==> src/design/status_led_pkg.sv <==
// Shared constants and types for the status LED controller
package status_led_pkg;
	localparam int          REG_W        = 16;
	localparam logic [15:0] CTRL_IDX     = 16'h40C0;
	localparam logic [15:0] BLINK_IDX    = 16'h40C2;
	localparam logic [15:0] STATUS_IDX   = 16'h40C3;
	localparam logic [15:0] UNMAPPED_IDX = 16'hFFFF;
	localparam int          IDX_LSB      = 2;
	localparam logic [13:0] ADDR_HI_ZERO = 14'h0000;
	localparam logic [2:0]  SIZE_WORD    = 3'h2;
	localparam int          TRANS_ACTIVE = 1;
	localparam logic [15:0] CTRL_RESET   = 16'h0311;
	localparam logic [15:0] BLINK_RESET  = 16'hEC75;
	localparam int          FORCE_EN     = 15;
	localparam int          FORCE_LSB    = 13;
	localparam int          ACT_UNCOND   = 12;
	localparam int          FDX_ON       = 11;
	localparam int          HDX_ON       = 10;
	localparam int          TX_BLK       = 9;
	localparam int          RX_BLK       = 8;
	localparam int          TX_ON        = 7;
	localparam int          RX_ON        = 6;
	localparam int          FAST_ON      = 5;
	localparam int          SLOW_ON      = 4;
	localparam int          COL_BLK      = 3;
	localparam int          FAST_BLK     = 2;
	localparam int          SLOW_BLK     = 1;
	localparam int          CHECK_ON     = 0;
	localparam int          SEL_W        = 4;
	localparam int          SEL1_LSB     = 8;
	localparam int          SEL2_LSB     = 4;
	localparam int          STAT_LED     = 0;
	localparam int          STAT_PH1     = 1;
	localparam int          STAT_PH2     = 2;
	localparam int          STAT_TXH     = 3;
	localparam int          STAT_RXH     = 4;
	localparam int          STAT_FORCE   = 5;
	localparam int          CLK_PERIOD_NS = 20;
	localparam int          MS_NS        = 1000000;
	localparam int          HOLD_MS      = 10;
	localparam int          HOLD_W       = 4;
	// One extra tick: the first millisecond tick may come right after loading
	localparam logic [HOLD_W-1:0] HOLD_TICKS = HOLD_W'(HOLD_MS + 1);
	localparam int          MS_CNT_W     = 14;
	// Blink period and off time in milliseconds, indexed by frequency select
	localparam logic [0:15][MS_CNT_W-1:0] PERIOD_MS = '{
		14'h2710, 14'h24B8, 14'h1F40, 14'h1CE8, 14'h1770, 14'h0FA0, 14'h0BB8, 14'h07D0,
		14'h05DC, 14'h03E8, 14'h01F4, 14'h014D, 14'h00FA, 14'h00A6, 14'h007D, 14'h0064};
	localparam logic [0:15][MS_CNT_W-1:0] OFF_MS = '{
		14'h0258, 14'h0292, 14'h0280, 14'h029A, 14'h0294, 14'h0140, 14'h014A, 14'h0140,
		14'h00F0, 14'h00A0, 14'h00FA, 14'h00A6, 14'h007D, 14'h0053, 14'h003E, 14'h0032};
	typedef enum logic [1:0] {
		FORCE_OFF    = 2'b00,
		FORCE_ON     = 2'b01,
		FORCE_BLINK1 = 2'b10,
		FORCE_BLINK2 = 2'b11
	} force_state_e;
endpackage : status_led_pkg

==> src/design/reg_access_if.sv <==
// Register access path between the bus slave and the register file
`timescale 1ns/10ps
interface reg_access_if;
	logic                           wr_en;
	logic [15:0]                    idx;
	logic [status_led_pkg::REG_W-1:0] wdata;
	logic [status_led_pkg::REG_W-1:0] rdata;
	modport slave_end (output wr_en, output idx, output wdata, input rdata);
	modport regs_end (input wr_en, input idx, input wdata, output rdata);
endinterface : reg_access_if

==> src/design/reg_ahb_slave.sv <==
// AHB-Lite slave: zero-wait writes, one-wait reads
`timescale 1ns/10ps
module reg_ahb_slave (
	input  logic               clk_in,
	input  logic               rst_n_in,
	input  logic               hsel_in,
	input  logic [31:0]        haddr_in,
	input  logic [1:0]         htrans_in,
	input  logic               hwrite_in,
	input  logic [2:0]         hsize_in,
	input  logic [31:0]        hwdata_in,
	input  logic               hready_in,
	output logic [31:0]        hrdata_out,
	output logic               hreadyout_out,
	output logic               hresp_out,
	reg_access_if.slave_end    regs
);
	typedef struct packed {
		logic        pend_wr;
		logic        rd_wait;
		logic [15:0] idx;
		logic [31:0] hrdata;
		logic        hreadyout;
		logic        hresp;
	} slave_state_s;

	localparam slave_state_s RESET_ST = '{hreadyout: 1'b1, idx: status_led_pkg::UNMAPPED_IDX, default: '0};

	slave_state_s st;
	slave_state_s next_st;
	logic         take;

	always_comb begin
		next_st = st;
		take = hsel_in & htrans_in[status_led_pkg::TRANS_ACTIVE] & hready_in;
		regs.wr_en = st.pend_wr & hready_in;
		regs.idx = st.idx;
		regs.wdata = hwdata_in[status_led_pkg::REG_W-1:0];
		if (regs.wr_en) begin
			next_st.pend_wr = 1'b0;
		end
		// Read data is registered so that hrdata leaves a flop
		if (st.rd_wait) begin
			next_st.hrdata = {16'h0000, regs.rdata};
			next_st.hreadyout = 1'b1;
			next_st.rd_wait = 1'b0;
		end
		if (take) begin
			if (haddr_in[31:18] == status_led_pkg::ADDR_HI_ZERO && haddr_in[1:0] == 2'h0) begin
				next_st.idx = haddr_in[status_led_pkg::IDX_LSB +: 16];
			end else begin
				next_st.idx = status_led_pkg::UNMAPPED_IDX;
			end
			next_st.pend_wr = hwrite_in & (hsize_in == status_led_pkg::SIZE_WORD);
			next_st.rd_wait = ~hwrite_in;
			next_st.hreadyout = hwrite_in;
		end
	end

	always_ff @(posedge clk_in or negedge rst_n_in) begin
		if (!rst_n_in) begin
			st <= RESET_ST;
		end else begin
			st <= next_st;
		end
	end

	assign hrdata_out = st.hrdata;
	assign hreadyout_out = st.hreadyout;
	assign hresp_out = st.hresp;
endmodule : reg_ahb_slave

==> src/design/blink_phase_gen.sv <==
// Blink phase generator driven by a millisecond tick
`timescale 1ns/10ps
module blink_phase_gen (
	input  logic                            clk_in,
	input  logic                            rst_n_in,
	input  logic                            tick_in,
	input  logic [status_led_pkg::SEL_W-1:0] sel_in,
	output logic                            phase_out
);
	typedef struct packed {
		logic [status_led_pkg::MS_CNT_W-1:0] cnt;
		logic                                phase;
	} blink_state_s;

	blink_state_s                        st;
	blink_state_s                        next_st;
	logic [status_led_pkg::MS_CNT_W-1:0] last;
	logic [status_led_pkg::MS_CNT_W-1:0] on_len;

	always_comb begin
		next_st = st;
		last = status_led_pkg::PERIOD_MS[sel_in] - 14'h0001;
		on_len = status_led_pkg::PERIOD_MS[sel_in] - status_led_pkg::OFF_MS[sel_in];
		// A select change to a shorter period wraps at the next tick instead of running on
		if (tick_in) begin
			next_st.cnt = (st.cnt >= last) ? '0 : st.cnt + 14'h0001;
		end
		next_st.phase = (st.cnt < on_len);
	end

	always_ff @(posedge clk_in or negedge rst_n_in) begin
		if (!rst_n_in) begin
			st <= '0;
		end else begin
			st <= next_st;
		end
	end

	assign phase_out = st.phase;

	blink_wrap_a: assert property (@(posedge clk_in) disable iff (!rst_n_in) // RULE16
		(tick_in && st.cnt >= last) |=> (st.cnt == '0))
		else $error("blink counter did not wrap at period end");
endmodule : blink_phase_gen

==> src/design/phy_status_led_control.sv <==
// Status LED controller for the first indicator of the PHY
`timescale 1ns/10ps

// Notes on behaviour
// RULE1 - Force enable bit 15 overrides every link and traffic condition.
// RULE2 - Force state bits 14:13: 11 blink mode 2, 10 mode 1, 01 on, 00 off.
// RULE3 - Bit 12 set: traffic blinks LED always; clear: only when already on.
// RULE4 - Bit 11: LED on when link up in full duplex, no blink active.
// RULE5 - Bit 10: LED on when link up in half duplex, no blink active.
// RULE6 - Bit 9: transmit activity blinks at mode 2, qualified by bit 13 or on enables.
// RULE7 - Bit 8: receive activity blinks at mode 2, same qualification as transmit.
// RULE8 - Bit 7: each transmit activity turns LED on for at least 10 ms.
// RULE9 - Bit 6: each receive activity turns LED on for at least 10 ms.
// RULE10 - Bit 5: LED on when link up at 100 Mbps, no blink active.
// RULE11 - Bit 4: LED on when link up at 10 Mbps, no blink active.
// RULE12 - Bit 3: LED blinks when link up and a collision occurs.
// RULE13 - Bit 2: LED blinks whenever link up at 100 Mbps.
// RULE14 - Bit 1: LED blinks whenever link up at 10 Mbps.
// RULE15 - In link-good check state with PHY active, LED follows bit 0.
// RULE16 - Blink mode 2 period comes from blink register bits 7:4, default 0x7.
// RULE17 - Blink mode 1 period comes from blink register bits 11:8, default 0xC.
// RULE18 - Priority: force, then link check state, then blink, then on conditions; otherwise LED off.
// RULE19 - Status inputs sampled on the clock; writes apply within a few cycles.
module phy_status_led_control #(
	parameter int MS_CYCLES = status_led_pkg::MS_NS / status_led_pkg::CLK_PERIOD_NS
) (
	input  logic        ref_clk_in,
	input  logic        rst_n_in,
	input  logic        hsel_in,
	input  logic [31:0] haddr_in,
	input  logic [1:0]  htrans_in,
	input  logic        hwrite_in,
	input  logic [2:0]  hsize_in,
	input  logic [31:0] hwdata_in,
	input  logic        hready_in,
	output logic [31:0] hrdata_out,
	output logic        hreadyout_out,
	output logic        hresp_out,
	input  logic        link_up_in,
	input  logic        speed_100_in,
	input  logic        full_duplex_in,
	input  logic        tx_active_in,
	input  logic        rx_active_in,
	input  logic        collision_in,
	input  logic        phy_active_in,
	input  logic        an_link_check_in,
	output logic        led_out
);
	localparam int MS_W = $clog2(MS_CYCLES);
	localparam int HW   = status_led_pkg::HOLD_W;

	typedef struct packed {
		logic [15:0]     ctrl;
		logic [15:0]     blink;
		logic            link;
		logic            fast;
		logic            fdx;
		logic            tx;
		logic            rx;
		logic            col;
		logic            active;
		logic            check;
		logic [MS_W-1:0] ms_cnt;
		logic            ms_tick;
		logic [HW-1:0]   tx_hold;
		logic [HW-1:0]   rx_hold;
		logic            led;
	} led_state_s;

	localparam led_state_s RESET_ST = '{
		ctrl:    status_led_pkg::CTRL_RESET,
		blink:   status_led_pkg::BLINK_RESET,
		default: '0
	};

	led_state_s st;
	led_state_s next_st;
	logic [1:0] phase;
	logic       force_en;
	logic       chk;
	logic       qual;
	logic       steady;
	logic       act;
	logic       blink1;
	logic       blink2;

	reg_access_if regs ();

	reg_ahb_slave u_slave (
		.clk_in        (ref_clk_in),
		.rst_n_in      (rst_n_in),
		.hsel_in       (hsel_in),
		.haddr_in      (haddr_in),
		.htrans_in     (htrans_in),
		.hwrite_in     (hwrite_in),
		.hsize_in      (hsize_in),
		.hwdata_in     (hwdata_in),
		.hready_in     (hready_in),
		.hrdata_out    (hrdata_out),
		.hreadyout_out (hreadyout_out),
		.hresp_out     (hresp_out),
		.regs          (regs.slave_end)
	);

	// phase[0] is blink mode 1, phase[1] is blink mode 2
	genvar g;
	generate
		for (g = 0; g < 2; g++) begin : g_blink
			localparam int LSB = (g == 0) ? status_led_pkg::SEL1_LSB : status_led_pkg::SEL2_LSB;
			blink_phase_gen u_gen (
				.clk_in    (ref_clk_in),
				.rst_n_in  (rst_n_in),
				.tick_in   (st.ms_tick),
				.sel_in    (st.blink[LSB +: status_led_pkg::SEL_W]), // RULE16 RULE17
				.phase_out (phase[g])
			);
		end
	endgenerate

	always_comb begin
		next_st = st;
		// Inputs are taken synchronous; one flop stage keeps decisions glitch free
		next_st.link = link_up_in; // RULE19
		next_st.fast = speed_100_in;
		next_st.fdx = full_duplex_in;
		next_st.tx = tx_active_in;
		next_st.rx = rx_active_in;
		next_st.col = collision_in;
		next_st.active = phy_active_in;
		next_st.check = an_link_check_in;

		if (st.ms_cnt == MS_W'(MS_CYCLES - 1)) begin
			next_st.ms_cnt = '0;
			next_st.ms_tick = 1'b1;
		end else begin
			next_st.ms_cnt = st.ms_cnt + MS_W'(1);
			next_st.ms_tick = 1'b0;
		end

		// Each new activity reloads the hold, so a burst stretches the on time
		if (st.link && st.tx && st.ctrl[status_led_pkg::TX_ON]) begin
			next_st.tx_hold = status_led_pkg::HOLD_TICKS; // RULE8
		end else if (st.tx_hold != '0 && st.ms_tick) begin
			next_st.tx_hold = st.tx_hold - HW'(1);
		end
		if (st.link && st.rx && st.ctrl[status_led_pkg::RX_ON]) begin
			next_st.rx_hold = status_led_pkg::HOLD_TICKS; // RULE9
		end else if (st.rx_hold != '0 && st.ms_tick) begin
			next_st.rx_hold = st.rx_hold - HW'(1);
		end

		if (regs.wr_en && regs.idx == status_led_pkg::CTRL_IDX) begin
			next_st.ctrl = regs.wdata; // RULE19
		end
		if (regs.wr_en && regs.idx == status_led_pkg::BLINK_IDX) begin
			next_st.blink = regs.wdata;
		end

		force_en = st.ctrl[status_led_pkg::FORCE_EN];
		chk = st.active & st.check;
		qual = st.ctrl[status_led_pkg::FORCE_LSB] | st.ctrl[status_led_pkg::FDX_ON] // RULE6 RULE7
			| st.ctrl[status_led_pkg::HDX_ON] | st.ctrl[status_led_pkg::FAST_ON]
			| st.ctrl[status_led_pkg::SLOW_ON];
		steady = st.link & (
			(st.ctrl[status_led_pkg::FDX_ON] & st.fdx) // RULE4
			| (st.ctrl[status_led_pkg::HDX_ON] & ~st.fdx) // RULE5
			| (st.ctrl[status_led_pkg::FAST_ON] & st.fast) // RULE10
			| (st.ctrl[status_led_pkg::SLOW_ON] & ~st.fast) // RULE11
			| (st.ctrl[status_led_pkg::TX_ON] & (st.tx_hold != '0)) // RULE8
			| (st.ctrl[status_led_pkg::RX_ON] & (st.rx_hold != '0))); // RULE9
		act = st.link & qual
			& ((st.ctrl[status_led_pkg::TX_BLK] & st.tx) | (st.ctrl[status_led_pkg::RX_BLK] & st.rx)) // RULE6 RULE7
			& (st.ctrl[status_led_pkg::ACT_UNCOND] | steady); // RULE3
		blink2 = act | (st.link & st.ctrl[status_led_pkg::COL_BLK] & st.col); // RULE12
		blink1 = st.link & ((st.ctrl[status_led_pkg::FAST_BLK] & st.fast) // RULE13
			| (st.ctrl[status_led_pkg::SLOW_BLK] & ~st.fast)); // RULE14

		if (force_en) begin // RULE1
			unique case (status_led_pkg::force_state_e'(st.ctrl[status_led_pkg::FORCE_LSB +: 2])) // RULE2
				status_led_pkg::FORCE_OFF: begin
					next_st.led = 1'b0;
				end
				status_led_pkg::FORCE_ON: begin
					next_st.led = 1'b1;
				end
				status_led_pkg::FORCE_BLINK1: begin
					next_st.led = phase[0];
				end
				status_led_pkg::FORCE_BLINK2: begin
					next_st.led = phase[1];
				end
			endcase
		end else if (chk) begin
			next_st.led = st.ctrl[status_led_pkg::CHECK_ON]; // RULE15
		end else if (blink2) begin // RULE18
			next_st.led = phase[1];
		end else if (blink1) begin
			next_st.led = phase[0];
		end else begin
			next_st.led = steady;
		end

		// Unmapped indexes and reserved upper bits read as zero
		regs.rdata = '0;
		if (regs.idx == status_led_pkg::CTRL_IDX) begin
			regs.rdata = st.ctrl;
		end else if (regs.idx == status_led_pkg::BLINK_IDX) begin
			regs.rdata = st.blink;
		end else if (regs.idx == status_led_pkg::STATUS_IDX) begin
			regs.rdata[status_led_pkg::STAT_LED] = st.led;
			regs.rdata[status_led_pkg::STAT_PH1] = phase[0];
			regs.rdata[status_led_pkg::STAT_PH2] = phase[1];
			regs.rdata[status_led_pkg::STAT_TXH] = (st.tx_hold != '0);
			regs.rdata[status_led_pkg::STAT_RXH] = (st.rx_hold != '0);
			regs.rdata[status_led_pkg::STAT_FORCE] = force_en;
		end
	end

	always_ff @(posedge ref_clk_in or negedge rst_n_in) begin
		if (!rst_n_in) begin
			st <= RESET_ST;
		end else begin
			st <= next_st;
		end
	end

	assign led_out = st.led;

	force_off_a: assert property (@(posedge ref_clk_in) disable iff (!rst_n_in) // RULE1
		(force_en && st.ctrl[status_led_pkg::FORCE_LSB +: 2] == status_led_pkg::FORCE_OFF
			&& st.link && st.tx) |=> !led_out)
		else $error("forced off but LED lit");

	force_on_a: assert property (@(posedge ref_clk_in) disable iff (!rst_n_in) // RULE2
		(force_en && st.ctrl[status_led_pkg::FORCE_LSB +: 2] == status_led_pkg::FORCE_ON) |=> led_out)
		else $error("forced on but LED dark");

	act_blink_a: assert property (@(posedge ref_clk_in) disable iff (!rst_n_in) // RULE3
		(!force_en && !chk && st.link && st.tx && qual && st.ctrl[status_led_pkg::TX_BLK]
			&& st.ctrl[status_led_pkg::ACT_UNCOND]) |=> (led_out == $past(phase[1])))
		else $error("activity did not blink at mode 2");

	fdx_on_a: assert property (@(posedge ref_clk_in) disable iff (!rst_n_in) // RULE4
		(!force_en && !chk && !blink1 && !blink2 && st.link && st.fdx
			&& st.ctrl[status_led_pkg::FDX_ON]) |=> led_out)
		else $error("full duplex link left LED dark");

	hdx_on_a: assert property (@(posedge ref_clk_in) disable iff (!rst_n_in) // RULE5
		(!force_en && !chk && !blink1 && !blink2 && st.link && !st.fdx
			&& st.ctrl[status_led_pkg::HDX_ON]) |=> led_out)
		else $error("half duplex link left LED dark");

	tx_hold_a: assert property (@(posedge ref_clk_in) disable iff (!rst_n_in) // RULE8
		(st.link && st.tx && st.ctrl[status_led_pkg::TX_ON])
			|=> (st.tx_hold == status_led_pkg::HOLD_TICKS) ##1 (st.tx_hold != '0))
		else $error("transmit hold not loaded");

	check_state_a: assert property (@(posedge ref_clk_in) disable iff (!rst_n_in) // RULE15
		(!force_en && chk) |=> (led_out == $past(st.ctrl[status_led_pkg::CHECK_ON])))
		else $error("link check state LED wrong");

	link_down_a: assert property (@(posedge ref_clk_in) disable iff (!rst_n_in) // RULE18
		(!force_en && !chk && !st.link) |=> !led_out)
		else $error("LED lit with link down");

	cfg_write_a: assert property (@(posedge ref_clk_in) disable iff (!rst_n_in) // RULE19
		(regs.wr_en && regs.idx == status_led_pkg::CTRL_IDX) |=> (st.ctrl == $past(regs.wdata)))
		else $error("control write not applied");
endmodule : phy_status_led_control

==> config.mk <==
export PLATFORM = sky130hd
export DESIGN_NAME = phy_status_led_control
export DESIGN_NICKNAME = d
export VERILOG_FILES = /design/src/design/status_led_pkg.sv /design/src/design/reg_access_if.sv /design/src/design/reg_ahb_slave.sv /design/src/design/blink_phase_gen.sv /design/src/design/phy_status_led_control.sv
export SDC_FILE = /design/constraint.sdc
export NUM_CORES = 1
export LEC_CHECK = 0
export ABC_AREA = 1
export CORE_ASPECT_RATIO = 1.2
export CORE_UTILIZATION = 65
export CTS_BUF_LIST = sky130_fd_sc_hd__clkbuf_4 sky130_fd_sc_hd__clkbuf_8 sky130_fd_sc_hd__clkbuf_16
export DETAILED_ROUTE_END_ITERATION = 10
export DONT_BUFFER_PORTS = 1
export PLACE_DENSITY = 0.85
export SYNTH_ARGS = -nofsm -noshare
export SYNTH_HDL_FRONTEND = slang
export SYNTH_SLANG_ARGS = --single-unit
==> constraint.sdc <==
create_clock -name ref_clk_in -period 3.8 [get_ports ref_clk_in]
set_input_delay 0.76 -clock ref_clk_in [delete_from_list [all_inputs] [get_ports ref_clk_in]]
set_output_delay 0.76 -clock ref_clk_in [all_outputs]
set_load 0.05 [all_outputs]
# --- After elaboration in Yosys (flattened, before gate mapping) ---
# Memories as Yosys holds them, arrays and structs flattened.
# Cells that the tools add are included.
totals:
  ff_bits: 131
  rom_bits: 896
  input_bits: 82
  out_inout_bits: 35
  wordCells: 138
  mem_count: 4
mem_list:
  columns: ["name", "depth", "width", "read_ports", "rd_clocked_by_memory_dff", "write_ports", "line", "rtl"]
  rows:
  - ["(no name shown)", 16, 14, 1, 0, 0, "blink_phase_gen.sv:22", "last = status_led_pkg::PERIOD_MS[sel_in] - 14'h0001;"]
  - ["(no name shown)", 16, 14, 1, 0, 0, "blink_phase_gen.sv:22", null]
  - ["(no name shown)", 16, 14, 1, 0, 0, "blink_phase_gen.sv:23", "on_len = status_led_pkg::PERIOD_MS[sel_in] - status_led_pkg::OFF_MS[sel_in];"]
  - ["(no name shown)", 16, 14, 1, 0, 0, "blink_phase_gen.sv:23", null]
op_classes:
  n_addsub: 9
  n_lt_le_gt_ge: 6
  n_eq_ne: 8
  muxes: 29
  bitwise: 40
  n_reduce_logical: 18
op_table:
  columns: ["operator", "count"]
  rows:
  - ["$mux W14", 10]
  - ["$eq A16 B15 Y1 const B", 3]
  - ["$mux W16", 2]
  - ["$add A14 B1 Y14 const B", 2]
  - ["$ge A14 B14 Y1", 2]
  - ["$lt A14 B14 Y1", 2]
  - ["$sub A14 B1 Y14 const B", 2]
  - ["$sub A14 B14 Y14", 2]
  - ["$and A1 B1 Y1", 22]
  - ["$mux W18", 1]
  - ["$mux W17", 1]
  - ["$add A16 B1 Y16 const B", 1]
  - ["$eq A16 B16 Y1 const B", 1]
  - ["$mux W4", 4]
  - ["$logic_not A14 Y1", 1]
  - ["$or A1 B1 Y1", 13]
  - ["$mux W6", 2]
  - ["$ge A5 B5 Y1 const B", 2]
  - ["$mux W10", 1]
  - ["$not A4 Y5", 2]
  - ["$logic_and A1 B1 Y1", 9]
  - ["$reduce_bool A2 Y1", 4]
  - ["$reduce_bool A4 Y1", 2]
  - ["$sub A4 B1 Y4 const B", 2]
  - ["other kinds (7)", 17]

# --- Depth between registers and ports, before layout ---
depth:
  ltp_word: 14
  ltp_mapped: 23
  depth_no_buf: 22

# --- By module ---
# From an unflattened synthesis, not the netlist that was laid out.
hier_totals:
  cells_unflattened: 1483
  area_unflattened_um2: 10821.6
modules_own_cells:
  columns: ["module", "n_inst", "cells_per_inst", "area_per_inst_um2", "seq_area_each_um2"]
  rows:
  - ["phy_status_led_control", 1, 370, 3320.7, 1669.1]
  - ["blink_phase_gen at g_blink[0].u_gen", 1, 418, 2743.9, 375.4]
  - ["blink_phase_gen at g_blink[1].u_gen", 1, 415, 2620.0, 375.4]
  - ["reg_ahb_slave", 1, 280, 2137.0, 897.1]

# --- Least setup slack after synthesis ---
# No wires, ideal clock.
synth_path:
  kind: "register to register"
  start: "register st[38] (netlist name)"
  end: "register g_blink[1].u_gen.st (netlist bit g_blink[1].u_gen.phase_out)"
  setup_ps: 121
  t_arrival_ps: 3217
  required_time_ps: 3679
  setup_slack_ps: 462
  stages_incl_launch_ff: 19
  path_buffers: 0
  synth_period_minus_slack_ps: 3338
  path_cell_list: "dfstp_2 -> ha_1 -> inv_1 -> nor2_1 -> inv_1 -> a21oi_1 -> inv_1 -> ha_1 -> fa_1 -> o31ai_1 -> nand4_1 -> o211ai_1 -> xor2_1 -> ha_1 -> inv_1 -> nor3_1 -> a211oi_1 -> a21oi_1 -> nor2_1"
synth_lines:
  columns: ["item", "line", "rtl"]
  rows:
  - ["start: declaration", "phy_status_led_control.sv:76", "led_state_s st;"]
  - ["start signal: assignment", "phy_status_led_control.sv:223", "st <= next_st;"]
  - ["end signal: assignment", "blink_phase_gen.sv:35", "st <= next_st;"]
  - ["end: declaration", "blink_phase_gen.sv:15", "blink_state_s st;"]

==> results.txt <==
The placed instances occupy a cell area of 9540 um2. The first detailed-routing pass took 5 iterations. TritonCTS built the clock tree. The tools report the final max-slew violation count as 0. Leakage dissipation: 4.98 nW. The worst path needs 3.60 ns of the cycle, external delays included. The post-route cell area is 10300 um2. The number of warning messages in the yosys log was 0.

Fraction of final layout cells with drive strength greater than 1: 9.99%. Number of antenna violations at the first check in global routing: 0. The clock latency of the later-clocked register in the worst-skew pair was 0.42 ns. For the combined area of all synthesized cells, the log shows 9530 um2. The number of global-route vias before repair was 8021; the net switching component of the power was 0.803 mW. The slew of the pin with the lowest slew margin was 1.03 ns; the final HPWL from detailed placement was 15400 um. Leaving out fill and tap cells, the most frequent cell in the layout is sky130_fd_sc_hd__nand2_1.

Of all nets on the critical path, the largest fanout is 19. Each instance of the synthesized netlist takes up on average 7.66 um2. Area added between synthesis and finish: 7.64%. Net switching is 24.0% of the power.

The run gives 4.10 ns as the data required time of the critical path. In the routed layout, each cell is associated on average with a via count of 5.74. Summing the sequential cell areas from Yosys gives 34.8% of the chip area. In this run the remaining antenna-violating nets after routing total 0. The count of nets after finishing came out at 1417. The cell type contributing the most total cell area after synthesis is sky130_fd_sc_hd__dfrtp_1. The path depth of the worst reg2reg path is 17. The run gives 36000 um as the global-route wire length before repair. Post-route fraction of the period consumed by the critical path: 94.8%. Counting every instance in the synthesized netlist gives 1244. The clock transition at the registers of the reported paths is 0.06 ns, and the clock group share of total power is 51.4%.

For this run, the top clock speed supported by timing is 277 MHz. The floorplan step defined a die boundary enclosing 15100 um2. Ranked by total cell area, the synthesized netlist is headed by sky130_fd_sc_hd__dfrtp_1 26%, sky130_fd_sc_hd__ha_1 12%, sky130_fd_sc_hd__nand2_1 9.3%, sky130_fd_sc_hd__dfstp_2 8.6%, sky130_fd_sc_hd__inv_1 6.8%. Area share of the largest cell type after synthesis: 26.3%. The final critical-path setup slack was 0.196 ns.

In this run the register-to-register setup slack is 0.20 ns. The core region is 14400 um2. The logs give 1087 for the count of filler cells inserted in the layout and 4 for the depth of the CTS H-tree. The total power per unit cell area is 326 nW/um2. The highest ir drop seen on vdd was 0.000412 V. Setup violations remaining at the end of the flow were counted as 0. The endpoint of the worst-slack reg-to-reg timing path is g_blink[0].u_gen.phase_out. Dividing the detail-routed wire length by the instance count gives 15.1 um.

The run gives 48 as the number of distinct standard cells referenced by the synthesized netlist. For this design the top-level I/O count stands at 117. The aggregate global-route resource usage was 29.9%; the worst setup skew after layout was 0.00777 ns. The dominant register cell in the synthesized netlist is sky130_fd_sc_hd__dfrtp_1. Cell internal power was estimated by the tool at 2.54 mW. Number of remaining DRC errors: 0. The tools report the CTS root buffer as sky130_fd_sc_hd__clkbuf_16. The share of synthesized flip-flops with an asynchronous set or reset came out at 100%. In this run, CTS created clock tree buffers numbering 17. For this block, the initial DRC count from the detailed router was 519.

The flow ran to the end, and the final reports show no timing, DRC or antenna violations. Per report_power, the combinational group accounts for 2.6% of the total. The start of the worst register-to-register path was st[44]. In this run, flip-flops and latches consume 46.1% of the power.

The detailed router placed 8184 vias in this run. The final weighted congestion in routability-driven placement is 0.936. The y dimension of the die is 135 um, and the row count is 48. The total overflow left after global routing is 0.

Type of the worst setup path: register to register. The count of flip-flops with a built-in enable after synthesis is 0, and the worst slack after detailed placement is 0.115 ns. For the pin count of the biggest net entering global routing, the log shows 132.

No sink is reached through more buffers than the 2 on the longest clock path. The max-capacitance violation count came out at 0. The worst setup path is captured at a register.

In this run the tightest slew margin relative to its limit is 31.4%. The worst hold path belongs to the class primary input to async pin. The hold violation total from the final report is 0.

STA classifies the critical path startpoint as a register. Number of buffers added to fix hold violations after cts: 0. The top cell types in the final layout, fill and taps aside, are 236 x sky130_fd_sc_hd__nand2_1, 170 x sky130_fd_sc_hd__inv_1, 128 x sky130_fd_sc_hd__nor2_1, 98 x sky130_fd_sc_hd__dfrtp_1, 94 x sky130_fd_sc_hd__ha_1. Synthesis inferred 131 register bits. Clock tree synthesis found a total of 131 sinks. Routed wire length: 21500 um.

In this run the tool buffered the top-level ports with 0 buffer cells. For this configuration, the core starts out at a cell density of 66.4%. The width of the die is 113 um, and the worst path arrival time is 3.90 ns.
power by group through the flow:
stage / Clock, mW / Sequential [mW] / Combinational [mW]
floorplan: 0 / 1.47 / 0.197
global placement: 0 / 1.56 / 0.0800
detailed placement: 0 / 1.57 / 0.0834
CTS: 1.74 / 1.54 / 0.0849
global route: 1.80 / 1.55 / 0.0943
finish: 1.72 / 1.54 / 0.0858
flip-flops by register name (all words and copies together) (netlist names):
register / cells
u_slave.regs.idx: 16
u_slave.st: 2
g_blink.u_gen.st: 28
force_en: 1
u_slave.hreadyout_out: 1
st: 64
led_out: 1
u_slave.hrdata_out: 16
g_blink.u_gen.phase_out: 2
metrics by stage:
step	setup TNS, ns	power (mW)	hold WS (ns)	cells	utilization (%)
after floorplan	0	1.67	0.433	1260	-
after global placement	0	1.64	0.450	1391	66.4
after detailed placement	0	1.65	0.457	1391	66.4
after CTS	0	3.36	0.0245	1423	70.9
after global routing	-0.0771	3.44	0.0288	1426	71.4
final	0	3.35	0.0439	1427	71.4
worst max-delay path: stages, from the launching register on:
cell and delay, ns:
sky130_fd_sc_hd__dfstp_4 0.72, sky130_fd_sc_hd__inv_1 0.15, sky130_fd_sc_hd__a21oi_1 0.22, sky130_fd_sc_hd__o21ai_0 0.11
sky130_fd_sc_hd__o21ai_1 0.25, sky130_fd_sc_hd__inv_1 0.10, sky130_fd_sc_hd__ha_1 0.38, sky130_fd_sc_hd__nand2_1 0.09
sky130_fd_sc_hd__nor3_1 0.21, sky130_fd_sc_hd__nand3_1 0.11, sky130_fd_sc_hd__nand4_1 0.19, sky130_fd_sc_hd__xnor2_1 0.09
sky130_fd_sc_hd__ha_1 0.29, sky130_fd_sc_hd__inv_1 0.05, sky130_fd_sc_hd__nor3_1 0.17, sky130_fd_sc_hd__nand2_1 0.07
sky130_fd_sc_hd__a21oi_1 0.18, sky130_fd_sc_hd__nor2_1 0.08
cell families (layout without fill, tap and decap cells):
kind of cell    Yosys count  after routing  share of synthesized area (%)
simple gates            515            515                           23.3
flops                   131            131                           34.8
xor+xnor                 59             59                           5.42
other cells               1             18                         0.0394
fa+ha+maj                97             97                           12.9
compound gates          207            207                           12.6
buf+inv                 234            225                           11.0
per-layer routing:
layer / routed length, um / share of wire (%) / vias up / GRT usage (%)
li1: - / - / 4021 / -
met1: 8460 / 39 / 3826 / 33.0
met2: 11200 / 52 / 277 / 54.7
met3: 1200 / 5.6 / 60 / 5.66
met4: 689 / 3.2 / 0 / 15.6
met5: 0 / 0 / - / 0
repair_timing:
action                     4_1_cts  5_1_grt
buffers inserted                 0        3
setup endpoints to repair        0       16
resized for setup                0       22
synth_stat cells, types with 10 or more instances:
library cell	n
sky130_fd_sc_hd__a21oi_1	70
sky130_fd_sc_hd__inv_1	172
sky130_fd_sc_hd__nand3_1	79
sky130_fd_sc_hd__nor3_1	33
sky130_fd_sc_hd__dfstp_2	31
sky130_fd_sc_hd__nand4_1	17
sky130_fd_sc_hd__nor2_1	129
sky130_fd_sc_hd__clkbuf_1	15
sky130_fd_sc_hd__o21ai_2	16
sky130_fd_sc_hd__dfrtp_1	100
sky130_fd_sc_hd__xor2_1	43
sky130_fd_sc_hd__xnor2_1	16
sky130_fd_sc_hd__ha_1	95
sky130_fd_sc_hd__a31oi_1	10
sky130_fd_sc_hd__buf_4	34
sky130_fd_sc_hd__nand2_1	236
sky130_fd_sc_hd__o21ai_0	76
worst max path at each step:
stage | to | start | cells past startpoint
after floorplan | g_blink[1].u_gen.phase_out | st[38] | 18
after global placement | g_blink[1].u_gen.phase_out | st[38] | 19
after detailed placement | g_blink[1].u_gen.phase_out | st[38] | 19
after CTS | g_blink[1].u_gen.phase_out | st[38] | 19
after global routing | g_blink[1].u_gen.phase_out | st[39] | 20
final | g_blink[0].u_gen.phase_out | st[44] | 17
area by class of cell:
| type | count | area, um2 | share of cell area (%) |
|---|---|---|---|
| multi-input cells | 895 | 5270 | 51.4 |
| flip-flops and latches | 131 | 3330 | 32.4 |
| inverters | 173 | 649 | 6.33 |
| clock buffers | 23 | 518 | 5.05 |
| well taps | 175 | 219 | 2.14 |
| repair buffers | 20 | 150 | 1.46 |
| clock inverters | 9 | 116 | 1.13 |
| diodes | 1 | 2.50 | 0.0244 |
Power figures use the tool's default switching activity.
